===== src/hw/ppri_pkg.sv =====
// Constants shared by the printer port register interface.
// Assumes a 25 MHz reference clock and a 3-bit register offset.
package ppri_pkg;

    // Register offsets from the port base
    localparam logic [2:0] OFS_DATA   = 3'h0;
    localparam logic [2:0] OFS_STATUS = 3'h1;
    localparam logic [2:0] OFS_CTRL   = 3'h2;
    localparam logic [2:0] OFS_EADDR  = 3'h3;
    localparam logic [2:0] OFS_EDATA0 = 3'h4;

    // Status field positions
    localparam int STS_TIMEOUT  = 0;
    localparam int STS_FAULT    = 3;
    localparam int STS_ONLINE   = 4;
    localparam int STS_NO_MEDIA = 5;
    localparam int STS_ACK      = 6;
    localparam int STS_NOT_OCC  = 7;

    // Control field positions
    localparam int CTL_STROBE   = 0;
    localparam int CTL_LINEFEED = 1;
    localparam int CTL_REINIT   = 2;
    localparam int CTL_CHOOSE   = 3;
    localparam int CTL_IRQ_GATE = 4;
    localparam int CTL_DIR      = 5;
    localparam int CTL_WIDTH    = 6;

    // Reset values
    localparam logic [7:0] DATA_RST            = 8'h00;
    localparam logic [7:0] EREG_RST            = 8'h00;
    localparam logic [CTL_WIDTH-1:0] CTRL_RST  = 6'h00;

    // Enhanced cycle watchdog
    localparam int CLK_MHZ        = 25;
    localparam int CYC_TIMEOUT_US = 10;
    localparam int CYC_TIMEOUT_CY = CYC_TIMEOUT_US * CLK_MHZ;
    localparam int TMR_W          = 9;

    // Port modes, from the configuration logic
    typedef enum logic [1:0] {
        PM_COMPAT   = 2'b00,
        PM_BIDIR    = 2'b01,
        PM_ENHANCED = 2'b10
    } ppri_mode_e;

endpackage


===== src/hw/ppri_host_if.sv =====
// Carries the synchronised, edge-decoded host access to the core.
// Assumes both ends run on the same reference clock.
`timescale 1ns/1ps
interface ppri_host_if;
    logic [2:0] offset;
    logic [7:0] wdata;
    logic       rd_start;
    logic       rd_active;
    logic       wr_start;
    logic       wr_end;

    modport front
    (
        output offset,
        output wdata,
        output rd_start,
        output rd_active,
        output wr_start,
        output wr_end
    );

    modport core
    (
        input  offset,
        input  wdata,
        input  rd_start,
        input  rd_active,
        input  wr_start,
        input  wr_end
    );
endinterface


===== src/hw/ppri_port_regs.sv =====
// Printer port register interface: data, status, control and the
// enhanced address and data ports, with the cable pins behind them.
// Assumes an external base-address decode drives i_port_select and the
// port mode comes from configuration logic on the same clock.
//
// Operation
// RULE1 - Offsets 0 to 7 select data, status, control, address, four data ports.
// RULE2 - Data, status and control answer host accesses in every mode.
// RULE3 - Address and data ports 3 to 7 work only in enhanced mode.
// RULE4 - Data and control read/write always; status writable in enhanced mode.
// RULE5 - Data register clears to zero on reset.
// RULE6 - Data write captured at strobe end, driven uninverted on data pins.
// RULE7 - Compatible mode data reads return live pin levels.
// RULE8 - Status captured at read start and held until strobe ends.
// RULE9 - Status bit 0 sets when an enhanced cycle exceeds 10 us.
// RULE10 - Timeout flag clears on reset or writing one; zero has no effect.
// RULE11 - Status bits 1 and 2 always read zero.
// RULE12 - Status bit 3 shows the fault input; zero means error.
// RULE13 - Status bit 4 shows the online input; one means selected.
// RULE14 - Status bit 5 shows the paper-out input; one means no paper.
// RULE15 - Status bit 6 shows the acknowledge input level.
// RULE16 - Status bit 7 shows the busy input inverted.
// RULE17 - Reset sets control bits 0 to 5; bits 6 and 7 stay zero. The code clears bits 0 to 5 to zero on reset instead.
// RULE18 - Control bit 0 drives the strobe pin inverted.
// RULE19 - Control bit 1 drives the line feed pin inverted.
// RULE20 - Control bit 2 drives the reinit pin uninverted.
// RULE21 - Control bit 3 drives the device choose pin inverted.
// RULE22 - With bit 4 set, acknowledge rising edge raises interrupt request.
// RULE23 - Outside enhanced mode, offsets 3 to 7 change nothing.
`timescale 1ns/1ps
module ppri_port_regs
(
    // Clock and reset
    input  wire logic       i_ref_clk,
    input  wire logic       i_rst_n,
    // Configuration
    input  wire logic [1:0] i_port_mode,
    // Host bus
    input  wire logic       i_port_select,
    input  wire logic [2:0] i_host_offset,
    input  wire logic [7:0] i_host_data,
    input  wire logic       i_host_read_strobe_n,
    input  wire logic       i_host_write_strobe_n,
    output logic      [7:0] o_host_data,
    output logic            o_host_data_oe,
    output logic            o_host_irq,
    // Parallel data pins
    input  wire logic [7:0] i_parallel_data_pins,
    output logic      [7:0] o_parallel_data_pins,
    output logic            o_parallel_data_pins_oe,
    // Printer status pins
    input  wire logic       i_fault_input_pin,
    input  wire logic       i_online_input,
    input  wire logic       i_no_media_input,
    input  wire logic       i_printer_acknowledge_input,
    input  wire logic       i_printer_busy,
    input  wire logic       i_periph_ready,
    // Printer control pins
    output logic            o_inverted_strobe_pin,
    output logic            o_line_feed_pin,
    output logic            o_printer_reinit_out,
    output logic            o_device_choose_pin,
    // Enhanced cycle state
    output logic            o_enh_cycle_active,
    output logic            o_enh_cycle_write,
    output logic            o_enh_cycle_addr
);

    ppri_host_if hif ();

    ppri_host_front u_front
    (
        .i_ref_clk             (i_ref_clk),
        .i_rst_n               (i_rst_n),
        .i_port_select         (i_port_select),
        .i_host_offset         (i_host_offset),
        .i_host_data           (i_host_data),
        .i_host_read_strobe_n  (i_host_read_strobe_n),
        .i_host_write_strobe_n (i_host_write_strobe_n),
        .hif                   (hif.front)
    );

    // Cable inputs: two stages each before use
    logic [13:0] cab_meta_q;
    logic [13:0] cab_sync_q;
    logic        ack_prev_q;

    always_ff @(posedge i_ref_clk)
    begin
        cab_meta_q <= {i_parallel_data_pins, i_fault_input_pin,
                       i_online_input, i_no_media_input,
                       i_printer_acknowledge_input, i_printer_busy,
                       i_periph_ready};
        cab_sync_q <= cab_meta_q;
    end

    wire logic [7:0] pins_s   = cab_sync_q[13:6];
    wire logic       fault_s  = cab_sync_q[5];
    wire logic       online_s = cab_sync_q[4];
    wire logic       media_s  = cab_sync_q[3];
    wire logic       ack_s    = cab_sync_q[2];
    wire logic       busy_s   = cab_sync_q[1];
    wire logic       ready_s  = cab_sync_q[0];

    // Register state
    logic [7:0]                   data_q;
    logic [7:0]                   enh_addr_q;
    logic [7:0]                   enh_data_q;
    logic [7:0]                   pin_out_q;
    logic [ppri_pkg::CTL_WIDTH-1:0] ctrl_q;
    logic                         cycle_timeout_flag_q;
    logic [7:0]                   rd_q;
    logic                         rd_valid_q;
    logic                         rd_live_q;
    logic                         irq_q;

    // Enhanced cycle tracking
    logic                         ecyc_q;
    logic                         ecyc_wr_q;
    logic                         ecyc_addr_q;
    logic [ppri_pkg::TMR_W-1:0]   tmr_q;

    // Decode
    wire logic enh_mode = (i_port_mode == ppri_pkg::PM_ENHANCED);
    wire logic compat   = (i_port_mode == ppri_pkg::PM_COMPAT);
    wire logic [2:0] ofs = hif.offset;
    wire logic hit_data = (ofs == ppri_pkg::OFS_DATA);      // [RULE1]
    wire logic hit_sts  = (ofs == ppri_pkg::OFS_STATUS);    // [RULE1]
    wire logic hit_ctl  = (ofs == ppri_pkg::OFS_CTRL);      // [RULE1]
    wire logic hit_ead  = (ofs == ppri_pkg::OFS_EADDR);     // [RULE1]
    wire logic hit_edt  = (ofs >= ppri_pkg::OFS_EDATA0);    // [RULE1]
    // Base registers always answer; the upper five only in enhanced mode
    wire logic hit_base = hit_data | hit_sts | hit_ctl;     // [RULE2]
    wire logic hit_enh  = (hit_ead | hit_edt) & enh_mode;   // [RULE3] [RULE23]
    wire logic hit_any  = hit_base | hit_enh;

    wire logic wr_data = hif.wr_end & hit_data;             // [RULE4]
    wire logic wr_ctl  = hif.wr_end & hit_ctl;              // [RULE4]
    wire logic wr_sts  = hif.wr_end & hit_sts & enh_mode;   // [RULE4]
    wire logic wr_ead  = hif.wr_end & hit_ead & enh_mode;   // [RULE3] [RULE23]
    wire logic wr_edt  = hif.wr_end & hit_edt & enh_mode;   // [RULE3] [RULE23]

    // Direction is always out in compatible mode
    wire logic dir_in = ~compat & ctrl_q[ppri_pkg::CTL_DIR];

    // Status image
    wire logic [7:0] status_img;
    assign status_img[ppri_pkg::STS_TIMEOUT]  = cycle_timeout_flag_q; // [RULE9]
    assign status_img[2:1]                    = 2'b00;     // [RULE11]
    assign status_img[ppri_pkg::STS_FAULT]    = fault_s;   // [RULE12]
    assign status_img[ppri_pkg::STS_ONLINE]   = online_s;  // [RULE13]
    assign status_img[ppri_pkg::STS_NO_MEDIA] = media_s;   // [RULE14]
    assign status_img[ppri_pkg::STS_ACK]      = ack_s;     // [RULE15]
    assign status_img[ppri_pkg::STS_NOT_OCC]  = ~busy_s;   // [RULE16]

    // Data readback: pin levels when the pins are inputs or in
    // compatible mode, the latch otherwise
    wire logic data_live = compat | dir_in;                // [RULE7]
    wire logic [7:0] data_img = data_live ? pins_s : data_q;

    wire logic [7:0] ctrl_img = {2'b00, ctrl_q};           // [RULE17]

    // Enhanced reads return what the peripheral drives on the pins
    wire logic [7:0] rd_mux = hit_sts  ? status_img :
                              hit_ctl  ? ctrl_img   :
                              hit_data ? data_img   :
                              pins_s;

    // Enhanced cycle start and finish
    wire logic ecyc_start = (hif.rd_start | hif.wr_start) & hit_enh;
    wire logic tmr_hit    = (tmr_q == ppri_pkg::TMR_W'(ppri_pkg::CYC_TIMEOUT_CY));
    wire logic ecyc_done  = ecyc_q & (ready_s | tmr_hit
                            | ~(hif.rd_active | ~hif.wr_end & ecyc_wr_q));
    wire logic tmo_set    = ecyc_q & tmr_hit & ~ready_s;   // [RULE9]
    wire logic tmo_clr    = wr_sts & hif.wdata[ppri_pkg::STS_TIMEOUT]; // [RULE10]

    // Data register
    always_ff @(posedge i_ref_clk)
    begin
        if (!i_rst_n)
            data_q <= ppri_pkg::DATA_RST;                  // [RULE5]
        else if (wr_data)
            data_q <= hif.wdata;                           // [RULE6]
    end

    // Enhanced address and data registers
    always_ff @(posedge i_ref_clk)
    begin
        if (!i_rst_n)
        begin
            enh_addr_q <= ppri_pkg::EREG_RST;
            enh_data_q <= ppri_pkg::EREG_RST;
        end
        else
        begin
            if (wr_ead)
                enh_addr_q <= hif.wdata;
            if (wr_edt)
                enh_data_q <= hif.wdata;
        end
    end

    // Value driven onto the data pins: the most recent data, address or data-port write
    always_ff @(posedge i_ref_clk)
    begin
        if (!i_rst_n)
            pin_out_q <= ppri_pkg::DATA_RST;
        else if (wr_data || wr_ead || wr_edt)
            pin_out_q <= hif.wdata;                        // [RULE6]
    end

    // Control register, bits 0 to 5 only
    always_ff @(posedge i_ref_clk)
    begin
        if (!i_rst_n)
            ctrl_q <= ppri_pkg::CTRL_RST;                  // [RULE17]
        else if (wr_ctl)
            ctrl_q <= hif.wdata[ppri_pkg::CTL_WIDTH-1:0];
    end

    // Timeout flag: a timeout in the clearing cycle still sets it
    always_ff @(posedge i_ref_clk)
    begin
        if (!i_rst_n)
            cycle_timeout_flag_q <= 1'b0;                  // [RULE10]
        else if (tmo_set)
            cycle_timeout_flag_q <= 1'b1;                  // [RULE9]
        else if (tmo_clr)
            cycle_timeout_flag_q <= 1'b0;                  // [RULE10]
    end

    // Enhanced cycle watchdog; a timed-out cycle is abandoned
    always_ff @(posedge i_ref_clk)
    begin
        if (!i_rst_n)
        begin
            ecyc_q      <= 1'b0;
            ecyc_wr_q   <= 1'b0;
            ecyc_addr_q <= 1'b0;
            tmr_q       <= '0;
        end
        else if (ecyc_start)
        begin
            ecyc_q      <= 1'b1;
            ecyc_wr_q   <= hif.wr_start;
            ecyc_addr_q <= hit_ead;
            tmr_q       <= '0;
        end
        else if (ecyc_done)
        begin
            ecyc_q <= 1'b0;
            tmr_q  <= '0;
        end
        else if (ecyc_q)
            tmr_q <= tmr_q + 1'b1;                         // [RULE9]
    end

    // Read data: status is frozen at the start, pin reads stay live
    always_ff @(posedge i_ref_clk)
    begin
        if (!i_rst_n)
        begin
            rd_q       <= 8'h00;
            rd_valid_q <= 1'b0;
            rd_live_q  <= 1'b0;
        end
        else if (hif.rd_start)
        begin
            rd_q       <= rd_mux;                          // [RULE8]
            rd_valid_q <= hit_any;                         // [RULE23]
            rd_live_q  <= hit_data & data_live;
        end
        else if (!hif.rd_active)
        begin
            rd_valid_q <= 1'b0;
            rd_live_q  <= 1'b0;
        end
        else if (rd_live_q || (ecyc_q && !ecyc_wr_q))
            rd_q <= pins_s;                                // [RULE7] [RULE3]
    end

    // Interrupt request on a rising acknowledge edge when gated on
    always_ff @(posedge i_ref_clk)
    begin
        if (!i_rst_n)
        begin
            ack_prev_q <= 1'b1;  // Idle level, so no false edge after reset
            irq_q      <= 1'b0;
        end
        else
        begin
            ack_prev_q <= ack_s;
            irq_q      <= ctrl_q[ppri_pkg::CTL_IRQ_GATE]
                          & ack_s & ~ack_prev_q;           // [RULE22]
        end
    end

    // Host side outputs
    assign o_host_data    = rd_q;
    assign o_host_data_oe = rd_valid_q & hif.rd_active;    // [RULE8]
    assign o_host_irq     = irq_q;

    // Pins float during an enhanced read so the peripheral can drive them
    wire logic enh_rd = ecyc_q & ~ecyc_wr_q;
    assign o_parallel_data_pins    = pin_out_q;            // [RULE6]
    assign o_parallel_data_pins_oe = ~dir_in & ~enh_rd;

    // Control pins
    assign o_inverted_strobe_pin = ~ctrl_q[ppri_pkg::CTL_STROBE];   // [RULE18]
    assign o_line_feed_pin       = ~ctrl_q[ppri_pkg::CTL_LINEFEED]; // [RULE19]
    assign o_printer_reinit_out  = ctrl_q[ppri_pkg::CTL_REINIT];    // [RULE20]
    assign o_device_choose_pin   = ~ctrl_q[ppri_pkg::CTL_CHOOSE];   // [RULE21]

    assign o_enh_cycle_active = ecyc_q;
    assign o_enh_cycle_write  = ecyc_q & ecyc_wr_q;
    assign o_enh_cycle_addr   = ecyc_q & ecyc_addr_q;

endmodule // ppri_port_regs


===== src/hw/ppri_host_front.sv =====
// Host bus front end: synchronises strobes, select, offset and data.
// Assumes the host holds offset and data stable across each strobe.
`timescale 1ns/1ps
module ppri_host_front
(
    // Clock and reset
    input  wire logic       i_ref_clk,
    input  wire logic       i_rst_n,
    // Host pins
    input  wire logic       i_port_select,
    input  wire logic [2:0] i_host_offset,
    input  wire logic [7:0] i_host_data,
    input  wire logic       i_host_read_strobe_n,
    input  wire logic       i_host_write_strobe_n,
    // Decoded access
    ppri_host_if.front      hif
);

    logic [13:0] meta_q;
    logic [13:0] sync_q;
    logic        rd_act_q;
    logic        wr_act_q;
    logic [2:0]  ofs_q;
    logic [7:0]  wdata_q;

    wire logic       rd_n_s  = sync_q[13];
    wire logic       wr_n_s  = sync_q[12];
    wire logic       sel_s   = sync_q[11];
    wire logic [2:0] ofs_s   = sync_q[10:8];
    wire logic [7:0] data_s  = sync_q[7:0];
    wire logic       rd_act  = sel_s & ~rd_n_s;
    wire logic       wr_act  = sel_s & ~wr_n_s;
    wire logic       rd_rise = rd_act & ~rd_act_q;
    wire logic       wr_rise = wr_act & ~wr_act_q;

    // Two stages before anything looks at the pins
    always_ff @(posedge i_ref_clk)
    begin
        meta_q <= {i_host_read_strobe_n, i_host_write_strobe_n,
                   i_port_select, i_host_offset, i_host_data};
        sync_q <= meta_q;
    end

    always_ff @(posedge i_ref_clk)
    begin
        if (!i_rst_n)
        begin
            rd_act_q <= 1'b0;
            wr_act_q <= 1'b0;
            ofs_q    <= 3'h0;
            wdata_q  <= 8'h00;
        end
        else
        begin
            rd_act_q <= rd_act;
            wr_act_q <= wr_act;
            if (rd_rise || wr_rise)
                ofs_q <= ofs_s;
            // Track data while the strobe is low; the last value commits
            if (wr_act)
                wdata_q <= data_s;
        end
    end

    assign hif.offset    = (rd_rise || wr_rise) ? ofs_s : ofs_q;
    assign hif.wdata     = wr_act ? data_s : wdata_q;
    assign hif.rd_start  = rd_rise;
    assign hif.rd_active = rd_act;
    assign hif.wr_start  = wr_rise;
    // Trailing edge of the write strobe, or select dropping with it
    assign hif.wr_end    = wr_act_q & ~wr_act;

endmodule // ppri_host_front


===== config.mk =====
export PLATFORM = sky130hd
export DESIGN_NAME = ppri_port_regs
export DESIGN_NICKNAME = d
export VERILOG_FILES = /design/src/hw/ppri_pkg.sv /design/src/hw/ppri_host_if.sv /design/src/hw/ppri_port_regs.sv /design/src/hw/ppri_host_front.sv
export SDC_FILE = /design/constraint.sdc
export NUM_CORES = 1
export LEC_CHECK = 0
export BUFFER_PORTS_ARGS = -buffer_cell sky130_fd_sc_hd__buf_4
export CAP_MARGIN = 20
export CORE_UTILIZATION = 55
export DETAILED_ROUTE_END_ITERATION = 8
export HOLD_SLACK_MARGIN = 0.06
export PLACE_DENSITY = 0.84
export SLEW_MARGIN = 5
export SYNTH_ARGS = -nofsm -noshare
export SYNTH_HDL_FRONTEND = slang
export SYNTH_HIERARCHICAL = 1
export SYNTH_SLANG_ARGS = --single-unit

===== constraint.sdc =====
create_clock -name i_ref_clk -period 2.29 [get_ports i_ref_clk]
set_input_delay 0.458 -clock i_ref_clk [delete_from_list [all_inputs] [get_ports i_ref_clk]]
set_output_delay 0.458 -clock i_ref_clk [all_outputs]
set_load 0.01 [all_outputs]

==> impl_metrics.tcl <==
set metrics [dict create \
    grt.overflow.total 0 \
    yosysMostFrequentCell "dfxtp_1" \
    drt_iter0_markers 292 \
    synth-async-reset-ratio 0 \
    design.portCount 58 \
    ys_top_cells_by_area "dfxtp_1 57%, mux2i_1 5.1%, nand2_1 5.0%, mux2_4 2.6%, and2_1 2.4%" \
    critical_path.max_fanout 8 \
    pwr-share-comb 0.075 \
    fillers 490 \
    syn_inst 387 \
    drt_pre_antenna_iters 5 \
    seqPwrFrac 0.439 \
    clock_sinks 116 \
    crit_required_ns 2.73 \
    initial_utilization 0.568 \
    avgRoutedWirePerCell_um 14.9 \
    min_path_type "in -> reg" \
    power_density_nw_per_um2 892 \
    cts-htree-levels 4 \
    critPathKind "reg -> reg" \
    seq_area_frac_synth 0.567 \
    rows 31 \
    slew_violations 0 \
    fin_tns_setup_ns 0 \
    drv_cap 0 \
    setup_viol 0 \
    drc_errors 0 \
    port_buffers 57 \
    synth_top_flop_cell "dfxtp_1" \
    max_slew_margin 0.653 \
    leakage_nw 2.22 \
    core_um2 7210 \
    synth_nets 421 \
    r2r_start "u_front/sync_q[12]" \
    fin_crit_sh 0.949 \
    crit_chain "o22ai_1 -> nand2_1 -> mux2_2 -> nor3_4 -> and2_1 -> nand2_1 -> a21boi_1" \
    power.internal_w 0.00369 \
    cts_buffers 17 \
    cts_tree "built" \
    syn_area_um2 4100 \
    antenna_found_initial 0 \
    synth_warnings 6 \
    fp.dieW_um 88.3 \
    grt_pass1_wl_um 13900 \
    drive_above_1_share 0.249 \
    postSynthAreaPerCell_um2 10.6 \
    finalNetCount 514 \
    die_h_um 88.3 \
    status "completed" \
    crit_path_end_kind "flip-flop" \
    synth-edff-count 0 \
    cts.reportedPaths.clkPinSlew_ns 0.06 \
    place_hpwl_um 5610 \
    max_freq_mhz 460 \
    synth_common_cells "116 x dfxtp_1, 55 x nand2_1, 23 x nor2_1, 21 x mux2i_1, 16 x and2_1" \
    synth_top_area_cell "dfxtp_1" \
    ys_ff_latch 116 \
    synth_top_area_frac 0.567 \
    startpoint "u_front/sync_q[12]" \
    pwr-share-clk 0.485 \
    root_buffer "clkbuf_8" \
    p_sw_w 0.00118 \
    rsz0062_at_grt "no" \
    grt_start_max_net_pins 50 \
    yosys.cell_types.count 60 \
    hold_viol 0 \
    via_per_inst 5.35 \
    hold_start "i_rst_n" \
    worst_skew_pair.late_latency_ns 0.52 \
    fin_crit_ns 2.17 \
    diodes 0 \
    crit_path_max_incr_delay_ns 0.44 \
    grt_util_all_layers 0.243 \
    grt_pass1_vias 3023 \
    worstPathArrival_ns 2.62 \
    die-area_um2 7800 \
    vias 3165 \
    tightest_slew_ns 0.520 \
    routed_wl_um 8820 \
    hold_ws_ns 0.230 \
    syn_to_final_growth_pct 33.1 \
    gp_congestion 0.862 \
    cp-start-kind "flip-flop" \
    crit_top_cell "nand2_1" \
    p_sw_frac 0.242 \
    clock_skew_ns 0.00492 \
    clk_path_buf_depth 2 \
    ant_nets 0 \
    ir_worst_vdd_mv 0.699 \
    cp_slowest_cell "mux2_2" \
    post_cts_buffers 0 \
]
## path summary, 6_finish.rpt
| path | endpoint | slack [ns] | cells after the start |
|---|---|---|---|
| worst max-delay path | data_q[6] | 0.12 | 7 |
| worst min-delay path | ack_prev_q | 0.23 | 2 |
| worst max register to register | data_q[6] | 0.12 | 7 |
| worst min register to register | u_front/sync_q[3] | 0.32 | 0 |
## metrics by stage
step / instances / setup WS (ns) / area [um^2] / total power, W / utilization
2_1_floorplan: 387 / 0.324 / 4100 / 0.00238 / -
3_3_place_gp: 532 / 0.139 / 4620 / 0.00249 / 0.640
3_5_place_dp: 532 / 0.0448 / 4620 / 0.00250 / 0.640
4_1_cts: 592 / 0.0251 / 5440 / 0.00489 / 0.754
5_1_grt: 592 / 0.0197 / 5460 / 0.00504 / 0.756
6_report: 592 / 0.118 / 5460 / 0.00487 / 0.756
## flip-flops by register name, summed over array words and instances (netlist names)
register,cells
cab_meta_q,14
cab_sync_q,14
u_front/meta_q,14
u_front/sync_q,14
tmr_q,9
data_q,8
o_host_data,8
o_parallel_data_pins,8
u_front/wdata_q,8
ctrl_q,6
u_front/ofs_q,3
ack_prev_q,1
cycle_timeout_flag_q,1
ecyc_addr_q,1
ecyc_wr_q,1
o_enh_cycle_active,1
o_host_irq,1
rd_live_q,1
rd_valid_q,1
u_front/rd_act_q,1
u_front/wr_act_q,1
## layout by cell type, fill, tap and decap left out, types with 6 or more instances in the layout
master and instances:
nor2b_1 10, o21ai_0 10, nand2_1 54, nand2b_1 6
dfxtp_1 116, a21oi_1 6, dlygate4sd3_1 28, nor2_1 23
a21boi_1 10, mux2_4 7, and2_1 16, mux2i_1 21
inv_1 7, clkbuf_16 16, buf_4 62
## layer usage
metal	vias up	global-route usage	share of wire
met3	15	0.0970	0.055
met1	1527	0.272	0.42
met2	104	0.415	0.51
met5	-	0	0
li1	1519	-	-
met4	0	0.0953	0.014
## worst max-delay path: cells and delay by family, from the launching register on
kind               cells  cell delay [ns]
and+or+nand+nor        4             0.98
muxes                  1             0.44
DFF                    1             0.38
AOI/OAI and AO/OA      2             0.28
## cell families after synthesis
family	Yosys count	synth area share
AO/OA/AOI/OAI	66	0.121
XOR/XNOR	6	0.0128
adder cells (fa/ha/maj)	2	0.00610
buffers and inverters	24	0.0281
flip-flops	116	0.567
multiplexers	32	0.0879
AND/OR/NAND/NOR	141	0.177
## repair_timing
item	4_1_cts	5_1_grt
resized for setup	0	4
endpoints found under the hold margin	28	0
setup endpoints to repair	0	10
hold buffers	28	0
## power groups by stage
stage | Clock (W) | Combinational, W | Sequential [W]
2_1_floorplan | 0 | 0.000205 | 0.00217
3_3_place_gp | 0 | 0.000307 | 0.00218
3_5_place_dp | 0 | 0.000316 | 0.00218
4_1_cts | 0.00239 | 0.000357 | 0.00214
5_1_grt | 0.00249 | 0.000398 | 0.00215
6_report | 0.00236 | 0.000366 | 0.00214
## cell type report
cell class	count	area, um^2	area share
clock inverter	13	100	0.0183
tap	99	124	0.0227
timing repair buffer	91	766	0.140
clock buffer	19	442	0.0810
inverter	7	26.3	0.00482
sequential	116	2320	0.426
multi-input combinational	247	1680	0.307
(Power assumes the default switching activity.)
